[src/design/udtcc_defs.vh]
// register map, field positions, codes and reset values of the up/down timer block
`ifndef UDTCC_DEFS_VH
`define UDTCC_DEFS_VH
`define UDTCC_CNT_W 16
`define UDTCC_CTRL_OFS 12'h000
`define UDTCC_COUNT_OFS 12'h004
`define UDTCC_CH_BASE 12'h010
`define UDTCC_CH_SHIFT 3
`define UDTCC_CCR_BIT 2
// main control register fields
`define UDTCC_MODE_LSB 0
`define UDTCC_LEN_LSB 2
`define UDTCC_GRP_LSB 4
`define UDTCC_CLR_BIT 6
`define UDTCC_OVF_BIT 8
// channel control register fields
`define UDTCC_CAP_BIT 0
`define UDTCC_SRC_LSB 1
`define UDTCC_EDGE_LSB 3
`define UDTCC_SYNC_BIT 5
`define UDTCC_LD_LSB 6
`define UDTCC_FLAG_BIT 8
`define UDTCC_COV_BIT 9
`define UDTCC_LVL_BIT 10
// count modes
`define UDTCC_MODE_STOP 2'h0
`define UDTCC_MODE_UP 2'h1
`define UDTCC_MODE_CONT 2'h2
`define UDTCC_MODE_UPDN 2'h3
// maximum counts per length
`define UDTCC_MAX_8 16'h00FF
`define UDTCC_MAX_10 16'h03FF
`define UDTCC_MAX_12 16'h0FFF
`define UDTCC_MAX_16 16'hFFFF
// latch load events
`define UDTCC_LD_IMM 2'h0
`define UDTCC_LD_ZERO 2'h1
`define UDTCC_LD_ZPER 2'h2
`define UDTCC_LD_OLD 2'h3
// capture edges
`define UDTCC_EDGE_RISE 2'h1
`define UDTCC_EDGE_FALL 2'h2
`define UDTCC_EDGE_BOTH 2'h3
// capture sources
`define UDTCC_SRC_A 2'h0
`define UDTCC_SRC_B 2'h1
`define UDTCC_SRC_GND 2'h2
// latch groupings
`define UDTCC_GRP_PAIR 2'h1
`define UDTCC_GRP_TRIPLE 2'h2
`define UDTCC_GRP_ALL 2'h3
// reset values
`define UDTCC_CNT_RST 16'h0000
`define UDTCC_CCTL_RST 8'h00
`endif

[src/design/udtcc_timer.v]
// up/down timer with capture/compare channels behind an AHB-Lite slave
//
// Chosen here: the placing of the registers and the AHB-Lite slave port.
`timescale 1ns/10ps
`default_nettype none
`include "udtcc_defs.vh"
//////////////////////////////////////////////////////////////////////////////
module udtcc_timer #(
  parameter NCH = 7
) (
  input wire clock,
  input wire sys_rst,
  input wire hsel,
  input wire [31:0] haddr,
  input wire [1:0] htrans,
  input wire hwrite,
  input wire [2:0] hsize,
  input wire [31:0] hwdata,
  input wire hready,
  output wire hreadyout,
  output wire hresp,
  output wire [31:0] hrdata,
  input wire [NCH-1:0] snapshot_input_a,
  input wire [NCH-1:0] snapshot_input_b,
  output wire [NCH-1:0] match_signal,
  output wire [NCH-1:0] channel_flag,
  output wire overflow_flag
);

  localparam CW = `UDTCC_CNT_W;

  // controlling channel of channel i under grouping g
  function [2:0] ctl_of;
    input [2:0] i;
    input [1:0] g;
    begin
      case (g)
        `UDTCC_GRP_PAIR: ctl_of = (i == 3'h0) ? 3'h0 : (i[0] ? i : i - 3'h1);
        `UDTCC_GRP_TRIPLE: ctl_of = (i == 3'h0) ? 3'h0 : ((i <= 3'h3) ? 3'h1 : 3'h4);
        `UDTCC_GRP_ALL: ctl_of = 3'h1;
        default: ctl_of = i;
      endcase
    end
  endfunction

  function [CW-1:0] max_of;
    input [1:0] len;
    begin
      case (len)
        2'h0: max_of = `UDTCC_MAX_16;
        2'h1: max_of = `UDTCC_MAX_12;
        2'h2: max_of = `UDTCC_MAX_10;
        default: max_of = `UDTCC_MAX_8;
      endcase
    end
  endfunction

  //////////////////////////////////////////////////////////////////////////////
  // bus slave
  reg wr_q;
  reg [11:0] wad_q;
  reg [31:0] rdata_q;
  reg [31:0] rd_d;
  wire acc = hsel && hready && htrans[1];
  wire [11:0] rad = haddr[11:0];
  localparam [31:0] CH_TOP_W = `UDTCC_CH_BASE + (NCH << `UDTCC_CH_SHIFT);
  wire [11:0] ch_top = CH_TOP_W[11:0];
  wire rd_ch_hit = (rad >= `UDTCC_CH_BASE) && (rad < ch_top);
  wire [11:0] rd_rel = rad - `UDTCC_CH_BASE;
  wire [2:0] rd_ch = rd_rel[`UDTCC_CH_SHIFT+2:`UDTCC_CH_SHIFT];
  wire wr_ch_hit = wr_q && (wad_q >= `UDTCC_CH_BASE) && (wad_q < ch_top);
  wire [11:0] wr_rel = wad_q - `UDTCC_CH_BASE;
  wire [2:0] wr_ch = wr_rel[`UDTCC_CH_SHIFT+2:`UDTCC_CH_SHIFT];
  wire wr_ctrl = wr_q && (wad_q == `UDTCC_CTRL_OFS);
  wire wr_cnt = wr_q && (wad_q == `UDTCC_COUNT_OFS);

  assign hreadyout = 1'b1;
  assign hresp = 1'b0;
  assign hrdata = rdata_q;

  always @(posedge clock)
  begin
    if (sys_rst)
    begin
      wr_q <= 1'b0;
      wad_q <= 12'h000;
      rdata_q <= 32'h00000000;
    end
    else
    begin
      wr_q <= acc && hwrite;
      wad_q <= {haddr[11:2], 2'h0};
      if (acc && !hwrite)
        rdata_q <= rd_d;
    end
  end

  //////////////////////////////////////////////////////////////////////////////
  // counter
  reg [1:0] mode_q;
  reg [1:0] len_q;
  reg [1:0] grp_q;
  reg ovf_q;
  reg dir_q;
  reg [CW-1:0] cnt_q;
  reg [CW-1:0] cnt_d;
  reg dir_d;
  reg ovf_evt;
  wire [CW*NCH-1:0] lat_w;
  wire [CW*NCH-1:0] buf_w;
  wire [2*NCH-1:0] ld_w;
  wire [NCH-1:0] pend_w;
  wire [11*NCH-1:0] cctl_w;
  wire [CW-1:0] period = lat_w[CW-1:0];
  wire [CW-1:0] maxc = max_of(len_q);
  wire clr = wr_ctrl && hwdata[`UDTCC_CLR_BIT];
  // software writes to the counter are not counts and raise no events
  wire step = (mode_q != `UDTCC_MODE_STOP) && !clr && !wr_cnt && (cnt_d != cnt_q);

  always @*
  begin
    cnt_d = cnt_q;
    dir_d = dir_q;
    ovf_evt = 1'b0;
    case (mode_q)
      `UDTCC_MODE_UP:
      begin
        if (period == `UDTCC_CNT_RST)
          cnt_d = `UDTCC_CNT_RST;
        else if (cnt_q >= period)
        begin
          cnt_d = `UDTCC_CNT_RST;
          ovf_evt = (cnt_q == period);
        end
        else
          cnt_d = cnt_q + 16'h0001;
      end
      `UDTCC_MODE_CONT:
      begin
        if (cnt_q >= maxc)
        begin
          cnt_d = `UDTCC_CNT_RST;
          ovf_evt = 1'b1;
        end
        else
          cnt_d = cnt_q + 16'h0001;
      end
      `UDTCC_MODE_UPDN:
      begin
        if (period > maxc)
        begin
          dir_d = 1'b0;
          if (cnt_q >= maxc)
          begin
            cnt_d = `UDTCC_CNT_RST;
            ovf_evt = 1'b1;
          end
          else
            cnt_d = cnt_q + 16'h0001;
        end
        else if (period == `UDTCC_CNT_RST)
        begin
          cnt_d = `UDTCC_CNT_RST;
          dir_d = 1'b0;
        end
        else if (dir_q) // descent ignores the period until zero
        begin
          if (cnt_q == `UDTCC_CNT_RST)
          begin
            cnt_d = 16'h0001;
            dir_d = 1'b0;
          end
          else
          begin
            cnt_d = cnt_q - 16'h0001;
            if (cnt_q == 16'h0001)
            begin
              dir_d = 1'b0;
              ovf_evt = 1'b1;
            end
          end
        end
        else if (cnt_q >= period)
        begin
          cnt_d = cnt_q - 16'h0001;
          dir_d = (cnt_q != 16'h0001);
          ovf_evt = (cnt_q == 16'h0001);
        end
        else
          cnt_d = cnt_q + 16'h0001;
      end
      default:
      begin
        cnt_d = cnt_q;
        dir_d = dir_q; // direction kept while stopped
      end
    endcase
  end

  always @(posedge clock)
  begin
    if (sys_rst)
    begin
      mode_q <= `UDTCC_MODE_STOP;
      len_q <= 2'h0;
      grp_q <= 2'h0;
      ovf_q <= 1'b0;
      dir_q <= 1'b0;
      cnt_q <= `UDTCC_CNT_RST;
    end
    else
    begin
      if (wr_ctrl)
      begin
        mode_q <= hwdata[`UDTCC_MODE_LSB +: 2];
        len_q <= hwdata[`UDTCC_LEN_LSB +: 2];
        grp_q <= hwdata[`UDTCC_GRP_LSB +: 2];
      end
      // a new overflow wins over a clear in the same cycle
      ovf_q <= (step && ovf_evt) || (ovf_q && !(wr_ctrl && hwdata[`UDTCC_OVF_BIT]));
      if (clr)
      begin
        cnt_q <= `UDTCC_CNT_RST;
        dir_q <= 1'b0;
      end
      else if (wr_cnt)
        cnt_q <= hwdata[CW-1:0] & maxc;
      else
      begin
        cnt_q <= cnt_d;
        dir_q <= dir_d;
      end
    end
  end

  assign overflow_flag = ovf_q;

  //////////////////////////////////////////////////////////////////////////////
  // capture/compare channels
  genvar gi;
  generate
    for (gi = 0; gi < NCH; gi = gi + 1)
    begin : ch
      reg [CW-1:0] buf_q;
      reg [CW-1:0] lat_q;
      reg [7:0] ctl_q;
      reg flag_q;
      reg cov_q;
      reg unread_q;
      reg prev_q;
      reg edge_q;
      reg match_q;
      reg pend_q;
      reg [2:0] ctl_c;
      reg grouped;
      reg ready;
      reg evt;
      integer j;
      wire [31:0] gi_w = gi;
      wire [2:0] me = gi_w[2:0];
      wire capm = ctl_q[`UDTCC_CAP_BIT];
      wire [1:0] src = ctl_q[`UDTCC_SRC_LSB +: 2];
      wire [1:0] edg = ctl_q[`UDTCC_EDGE_LSB +: 2];
      // a software capture is a toggle of the low source bit between the fixed levels
      wire lvl = (src == `UDTCC_SRC_A) ? snapshot_input_a[gi] :
                 (src == `UDTCC_SRC_B) ? snapshot_input_b[gi] :
                 (src == `UDTCC_SRC_GND) ? 1'b0 : 1'b1;
      wire edge_now = ((edg == `UDTCC_EDGE_RISE) && lvl && !prev_q) ||
                      ((edg == `UDTCC_EDGE_FALL) && !lvl && prev_q) ||
                      ((edg == `UDTCC_EDGE_BOTH) && (lvl != prev_q));
      wire cap_evt = capm && (ctl_q[`UDTCC_SYNC_BIT] ? edge_q : edge_now);
      wire cmp_evt = !capm && step && (cnt_d == lat_q);
      wire wr_me = wr_ch_hit && (wr_ch == me);
      wire wr_buf = wr_me && wad_q[`UDTCC_CCR_BIT];
      wire wr_ctl = wr_me && !wad_q[`UDTCC_CCR_BIT];
      wire rd_buf = acc && !hwrite && rd_ch_hit && (rd_ch == me) && rad[`UDTCC_CCR_BIT];
      wire [1:0] sel_e = ld_w[ctl_c*2 +: 2];
      wire [CW-1:0] lat_c = lat_w[ctl_c*CW +: CW];
      wire imm = (sel_e == `UDTCC_LD_IMM);
      wire load = !imm && ready && evt;

      always @*
      begin
        ctl_c = ctl_of(me, grp_q);
        grouped = (ld_w[ctl_c*2 +: 2] != `UDTCC_LD_IMM);
        ready = 1'b1;
        for (j = 0; j < NCH; j = j + 1)
        begin
          if ((grouped && (ctl_of(j[2:0], grp_q) == ctl_c)) || (j == gi))
            ready = ready && pend_w[j];
        end
        case (sel_e)
          `UDTCC_LD_ZERO: evt = step && (cnt_d == `UDTCC_CNT_RST);
          `UDTCC_LD_ZPER: evt = step && ((cnt_d == `UDTCC_CNT_RST) ||
                                ((mode_q == `UDTCC_MODE_UPDN) && (cnt_d == period)));
          `UDTCC_LD_OLD: evt = step && (cnt_d == lat_c);
          default: evt = 1'b0;
        endcase
      end

      always @(posedge clock)
      begin
        if (sys_rst)
        begin
          buf_q <= `UDTCC_CNT_RST;
          lat_q <= `UDTCC_CNT_RST;
          ctl_q <= `UDTCC_CCTL_RST;
          flag_q <= 1'b0;
          cov_q <= 1'b0;
          unread_q <= 1'b0;
          prev_q <= 1'b0;
          edge_q <= 1'b0;
          match_q <= 1'b0;
          pend_q <= 1'b0;
        end
        else
        begin
          prev_q <= lvl;
          edge_q <= edge_now;
          match_q <= cmp_evt;
          if (wr_ctl)
            ctl_q <= hwdata[7:0];
          if (cap_evt)
            buf_q <= cnt_q;
          else if (wr_buf)
            buf_q <= hwdata[CW-1:0];
          if (wr_buf && imm)
            lat_q <= hwdata[CW-1:0];
          else if (load)
            lat_q <= buf_q;
          pend_q <= (wr_buf && !imm) || (pend_q && !load);
          // set wins over a clear written in the same cycle
          flag_q <= cap_evt || cmp_evt ||
                    (flag_q && !(wr_ctl && hwdata[`UDTCC_FLAG_BIT]));
          cov_q <= (cap_evt && unread_q) ||
                   (cov_q && !(wr_ctl && hwdata[`UDTCC_COV_BIT]));
          unread_q <= cap_evt || (unread_q && !rd_buf);
        end
      end

      assign lat_w[gi*CW +: CW] = lat_q;
      assign buf_w[gi*CW +: CW] = buf_q;
      assign ld_w[gi*2 +: 2] = ctl_q[`UDTCC_LD_LSB +: 2];
      assign pend_w[gi] = pend_q;
      assign cctl_w[gi*11 +: 11] = {lvl, cov_q, flag_q, ctl_q};
      assign match_signal[gi] = match_q;
      assign channel_flag[gi] = flag_q;
    end
  endgenerate

  //////////////////////////////////////////////////////////////////////////////
  // read mux; active latches are deliberately not readable
  always @*
  begin
    rd_d = 32'h00000000;
    if (rad == `UDTCC_CTRL_OFS)
    begin
      rd_d[`UDTCC_MODE_LSB +: 2] = mode_q;
      rd_d[`UDTCC_LEN_LSB +: 2] = len_q;
      rd_d[`UDTCC_GRP_LSB +: 2] = grp_q;
      rd_d[`UDTCC_OVF_BIT] = ovf_q;
    end
    else if (rad == `UDTCC_COUNT_OFS)
      rd_d[CW-1:0] = cnt_q;
    else if (rd_ch_hit && rad[`UDTCC_CCR_BIT])
      rd_d[CW-1:0] = buf_w[rd_ch*CW +: CW];
    else if (rd_ch_hit)
      rd_d[10:0] = cctl_w[rd_ch*11 +: 11];
  end

endmodule // udtcc_timer
`default_nettype wire

[config.mk]
export PLATFORM = sky130hd
export DESIGN_NAME = udtcc_timer
export DESIGN_NICKNAME = d
export VERILOG_FILES = /design/src/design/udtcc_timer.v
export VERILOG_INCLUDE_DIRS = /design/src /design/src/design
export SDC_FILE = /design/constraint.sdc
export NUM_CORES = 1
export LEC_CHECK = 0
export ABC_AREA = 0
export BUFFER_PORTS_ARGS = -buffer_cell sky130_fd_sc_hd__buf_2
export CAP_MARGIN = 10
export CORE_UTILIZATION = 43
export DETAILED_ROUTE_END_ITERATION = 10
export PLACE_DENSITY = 0.59
export SLEW_MARGIN = 30
export SYNTH_ARGS = -nofsm -noshare
export SYNTH_HDL_FRONTEND = slang
export SYNTH_SLANG_ARGS = --single-unit
[constraint.sdc]
create_clock -name clock -period 13.3 [get_ports clock]
set_clock_uncertainty 0.05 [all_clocks]
set_input_delay 0.665 -clock clock [delete_from_list [all_inputs] [get_ports clock]]
set_output_delay 0.665 -clock clock [all_outputs]
set_load 0.02 [all_outputs]
==> impl_metrics.yaml, run 1 <==
power:
  p_clk_share_pct: 49.1
  internal-power_uw: 1890
  swShare_pct: 24.9
  power_density_mw_per_mm2: 88.2
  pwr-share-comb_pct: 5.3
  p_switching_uw: 625
  power.leakage_uw: 0.0115
  ir_drop_uv: 95.0
  p_seq_share_pct: 45.7
synthesis:
  ys_seq_elements: 380
  synthFlopType: "dfxtp_1"
  synth.distinct_cells: 98
  synth_edf_count: 0
  yosysWarnings: 0
  synth_top_cell_by_area: "dfxtp_1"
  seq_area_frac_synth_pct: 29.0
  synthArstFlopShare_pct: 0
  yosys-top-cells-area: "dfxtp_1 29%, mux2i_1 12%, nor2_1 6.3%"
  synth_area_mm2: 0.0262
  syn-instance-count: 3212
  synth_area_per_cell_um2: 8.16
  netlist.area_leader.share_pct: 29.0
critical_path:
  start_kind: "flop"
  crit_path_end_kind: "flop"
  path_class: "flop to flop"
  required_ns: 13.74
  critical_path_arrival_ns: 7.94
  crit_fanout: 22
clock_network:
  cts_buffers: 43
  cts_tree: "built"
  cts_buffer_depth: 3
  cts-root-buf: "clkbuf_16"
  ctsResizeCount: 0
  cts_sinks: 380
  clk_latency_ns: 0.60
  cts_hold_buffers: 0
  htreeDepth: 2
  clkTransAtPathRegs_ns: 0.06
  post_cts_buffers: 0
floorplanning:
  die_x_um: 249
  io_pins: 137
  die-area_mm2: 0.0619
  std_cell_rows: 90
  die_h_um: 249
  core_area_mm2: 0.0602
  initial_core_util_pct: 43.5
route:
  via_per_inst: 6.62
  drtAntennaViolNets: 0
  drt-initial-drc-count: 3333
  wl_mm: 116
  drc: 2
  drtPass1Iterations: 11
  wl_per_cell_um: 29.6
  num_vias: 26100
worst_hold_path:
  hold_path_class: "primary input to flop"
timing:
  finalSetupTns_ns: 0
  maxClockFrequency_mhz: 133
  hold_viol_final: 0
  rsz0062_at_grt: "no"
  slew_viol_final: 0
  setup_ws_ns: 5.81
  post-route-period-util_pct: 56.3
  setup_viol: 0
  worstMarginPinSlew_ns: 0.985
  relSlewSlack_pct: 33.4
  layout_min_cycle_time_ns: 7.49
cells_and_area:
  drive_gt1_share_pct: 11.1
  layout.nets: 3251
  fill_cells: 5854
  synthToLayoutAreaGrowth_pct: 8.67
global_route:
  grt_pass1_wl_mm: 169
  grt_remaining_overflow: 0
  grt_use_total_pct: 36.6
  grt_max_degree: 211
  antenna_found_initial: 4
  grt_pass1_vias: 24400
run:
  cap_violations: 0
placement:
  globalplace.congestion: 1.02
  place_ws_ns: 6.02
  place_hpwl_mm: 81.4
  port_buffers: 78
outcome:
  violations: "design-rule violations"
  status: "complete, but fails checks"
## metal layers
metal,track usage (%),up-vias,routed length [um]
met4,18.0,8,6750
met2,53.4,1608,48400
met1,49.2,12700,47000
li1,-,11400,-
met5,0,-,46
met3,10.3,340,14200
## cell usage after synthesis, drive strengths merged, types with 42 or more instances
cell	n
a21oi	169
xnor2	130
nor2	441
a211oi	212
dfxtp	380
nor3	59
nand2	286
mux4	49
o21ai	124
inv	55
clkbuf	220
xor2	77
buf	94
nand3	56
ha	42
mux2i	319
## power groups by stage
stage / clock network [uW] / registers (uW) / logic, uW
after floorplan: 0 / 1170 / 79.6
after global placement: 0 / 1170 / 124
after detailed placement: 0 / 1170 / 126
after CTS: 1240 / 1150 / 126
after global routing: 1280 / 1150 / 135
final: 1230 / 1150 / 132
## placed cells by master, fill, tap and decap left out, types with 19 or more instances in the layout
master / netlist / routed
nor2_1: 439 / 433
dfxtp_1: 380 / 378
mux2i_1: 318 / 318
nand2_1: 286 / 286
a211oi_1: 210 / 209
a21oi_1: 168 / 168
xnor2_1: 130 / 130
o21ai_0: 96 / 96
buf_4: 41 / 83
xor2_1: 77 / 77
buf_2: 22 / 76
nor3_1: 57 / 56
inv_1: 55 / 55
nand3_1: 54 / 52
mux4_2: 49 / 49
clkbuf_16: 0 / 44
ha_1: 42 / 42
nand4_1: 39 / 39
nor2b_1: 36 / 36
nor4_1: 34 / 32
or3_1: 26 / 26
o21ai_1: 25 / 24
o211ai_1: 20 / 20
and4b_1: 19 / 19
## sequential cells by signal, summed over array words and instances (netlist names)
name	count
ch.buf_q	112
ch.ctl_q	56
len_q	2
ch.edge_q	7
wr_q	1
mode_q	2
ch.lat_q	112
dir_q	1
ch.prev_q	7
ch.match_q	7
ch.flag_q	7
hrdata	16
ctl_of.g	2
overflow_flag	1
ch.cov_q	7
ch.pend_q	7
cnt_q	16
ch.unread_q	7
wad_q	10
## layout make-up
class	count	area, um^2	share of cell area, %
inverters	56	210	0.738
multi-input cells	2478	17200	60.3
diodes	1	2.50	0.00879
well taps	782	978	3.44
clock inverters	14	169	0.593
flip-flops and latches	380	7610	26.7
clock buffers	64	1260	4.41
repair buffers	162	1070	3.74
## through the flow
step	instance area [um^2]	cells	total power [uW]	utilization, %	hold WS [ns]
2_1_floorplan	26300	3228	1250	-	0.378
3_3_place_gp	27000	3857	1300	44.8	0.387
3_5_place_dp	27000	3857	1300	44.8	0.395
4_1_cts	28400	3935	2510	47.2	0.255
5_1_grt	28500	3936	2570	47.3	0.276
6_report	28500	3937	2510	47.3	0.268
## worst paths after layout
kind	start	end	slack, ns	cells after the start
worst max register to register	len_q[1]	ch[1].lat_q[0]	5.81	17
worst min-delay path	haddr[8]	wad_q[8]	0.27	2
worst min register to register	ch[3].unread_q	ch[3].cov_q	0.40	2
worst max-delay path	len_q[1]	ch[1].lat_q[0]	5.81	17
## kinds of logic after synthesis
logic type	count (synthesis)	share of synthesized area, %
compound gates	742	19.6
xor+xnor	207	6.92
fa+ha+maj	42	2.01
buf+inv	370	6.16
flops	380	29.0
mux	374	16.7
other cells	2	0.0287
simple gates	1095	19.6
## critical path, stage by stage (launching register included)
cell,delay [ns]
dfxtp_1,0.94
nor2_1,0.26
inv_1,0.29
ha_1,0.31
nand4_1,0.14
or4_4,0.17
o211ai_2,0.16
nand2_1,0.71
nor3_1,0.11
a21oi_1,0.74
nand2_1,0.80
nand4b_1,0.44
nor3_1,0.75
a21oi_1,0.34
a211oi_4,0.33
buf_4,0.40
mux2i_1,0.14
a211oi_1,0.29
(Power assumes the default switching activity.)
==> inputs of run 2 (changes only) <==
==> constraint.sdc (replaced) <==
create_clock -name clock -period 7.15 [get_ports clock]
set_clock_uncertainty 0.05 [all_clocks]
set_input_delay 0.3575 -clock clock [delete_from_list [all_inputs] [get_ports clock]]
set_output_delay 0.3575 -clock clock [all_outputs]
set_load 0.02 [all_outputs]
==> impl_metrics.yaml, run 2 (same netlist as run 1, synthesis figures left out) <==
cells_and_area:
  layout.nets: 3296
  drive_gt1_share_pct: 12.3
  final_cell_mix: "433 x nor2_1, 378 x dfxtp_1, 318 x mux2i_1, 286 x nand2_1, 209 x a211oi_1"
  fill_cells: 5812
  finalNonFillerCells: 3980
  reg_top3: "ch.buf_q x112, ch.lat_q x112, ch.ctl_q x56"
  synthToLayoutAreaGrowth_pct: 10.0
  stdcell_area_mm2: 0.0288
  final_common_cell: "nor2_1"
clock_network:
  htreeDepth: 2
  clk_latency_ns: 0.60
  cts-root-buf: "clkbuf_16"
  ctsResizeCount: 0
  cts_buffers: 43
  cts_tree: "built"
  cts_buffer_depth: 3
  clkTransAtPathRegs_ns: 0.06
  cts_sinks: 380
timing:
  slew_viol_final: 0
  rsz0062_at_grt: "no"
  relSlewSlack_pct: 32.6
  maxClockFrequency_mhz: 149
  post-route-period-util_pct: 93.7
  finalSetupTns_ns: 0
  setup_ws_ns: 0.450
  setup_viol: 0
  hold_viol_final: 0
  worstMarginPinSlew_ns: 1.01
  layout_min_cycle_time_ns: 6.70
worst_hold_path:
  whs_path_depth: 2
  hold_start: "haddr[6]"
  min_to: "wad_q[6]"
  hold_path_class: "primary input to flop"
route:
  drtAntennaViolNets: 0
  via_per_inst: 6.62
  wl_per_cell_um: 30.0
  drc: 2
  num_vias: 26300
  drt-initial-drc-count: 3226
  wl_mm: 119
  drtPass1Iterations: 9
placement:
  place_ws_ns: 0.745
  place_area_mm2: 0.0274
  dp_cells: 3895
  globalplace.congestion: 1.01
  port_buffers: 78
  place_hpwl_mm: 85.3
critical_path:
  crit_buf_inv: 3
  start_kind: "flop"
  regToRegEndpoint: "ch[3].lat_q[7]"
  crit_top_cell: "buf_4"
  rr_worst_depth: 18
  rrSetupSlack_ns: 0.45
  cp_cell_sequence: "nor2_1 > inv_1 > ha_1 > nand4_1 > or4_4 > o21ai_2 > or4_1 > o32ai_1 > buf_4 > a211o_1 > nor3_1 > nand4b_1 > or3_4 > a221o_1 > or4b_1 > buf_4 > mux2i_1 > o21ai_1"
  crit_family: "simple AND/OR/NAND/NOR gates"
  crit_path_end_kind: "flop"
  worst_r2r_startpoint: "len_q[0]"
  critPathMaxStageDelay_ns: 0.62
  critical_path_arrival_ns: 7.10
  crit_fanout: 16
  required_ns: 7.55
  slowest_stage: "or4_1"
  path_class: "flop to flop"
power:
  power.leakage_uw: 0.0117
  ir_drop_uv: 169
  power_density_mw_per_mm2: 161
outcome:
  violations: "design-rule violations"
  status: "complete, but fails checks"
global_route:
  grt_pass1_vias: 24400
  grt_pass1_wl_mm: 172
  grt_remaining_overflow: 0
  grt_max_degree: 107
  grt_use_total_pct: 37.5
  antenna_found_initial: 4
floorplanning:
  die_h_um: 249
  initial_core_util_pct: 43.5
  core_area_mm2: 0.0602
  std_cell_rows: 90
  die_x_um: 249
  io_pins: 137
  die-area_mm2: 0.0619
run:
  cap_violations: 0
==> run 2: cell count changes in the layout (fill, tap and decap cells not counted), moves of 3 or more <==
cell	delta
clkinvlp_4	+3
buf_4	+34
clkbuf_1	-5
dlygate4sd3_1	+8
clkinv_2	+3
==> run 2: cell type report <==
type	instances	area [um^2]	share of cell area [%]
Multi-Input combinational cell	2478	17200	59.6
Clock inverter	19	194	0.672
Timing Repair Buffer	207	1460	5.05
Sequential cell	380	7610	26.4
Clock buffer	57	1200	4.16
Tap cell	782	978	3.39
Antenna cell	1	2.50	0.00868
Inverter	56	210	0.729
==> run 2: routing by layer <==
layer  vias up  wire [um]  global-route usage (%)
met3       368      13700                    9.75
met5         -          9                       0
met1     12800      48800                    50.5
met2      1592      49600                    54.8
li1      11500          -                       -
met4         2       7360                    19.5
==> run 2: how the worst max path moves through the flow <==
stage	from	end	slack, ns	cells past startpoint
after floorplan	cnt_q[0]	ch[3].lat_q[10]	2.01	19
after global placement	len_q[0]	ch[3].lat_q[8]	0.77	18
after detailed placement	len_q[0]	ch[3].lat_q[4]	0.74	18
after CTS	len_q[0]	ch[3].lat_q[4]	0.71	18
after global routing	len_q[0]	ch[3].lat_q[2]	0.22	18
final	len_q[0]	ch[3].lat_q[7]	0.45	18
==> run 2: repair_timing <==
| item | 4_1_cts | 5_1_grt |
|---|---|---|
| endpoints found under the hold margin | 7 | 0 |
| endpoints found under the setup margin | 0 | 0 |
| setup buffers | 0 | 0 |
| hold buffers | 8 | 0 |
==> run 2: metrics by stage <==
step	util [%]	power (uW)	hold slack, ns
floorplan	-	2330	0.378
global placement	45.3	2410	0.392
detailed placement	45.4	2420	0.399
CTS	47.8	4630	0.0190
global route	47.9	4740	0.0283
finish	47.9	4640	0.0337
==> run 2: power by group <==
group	total [uW]	internal, uW	switching, uW
registers	2130	2120	6.97
logic	253	60.1	193
clock network	2260	1260	993
total	4640	3450	1190
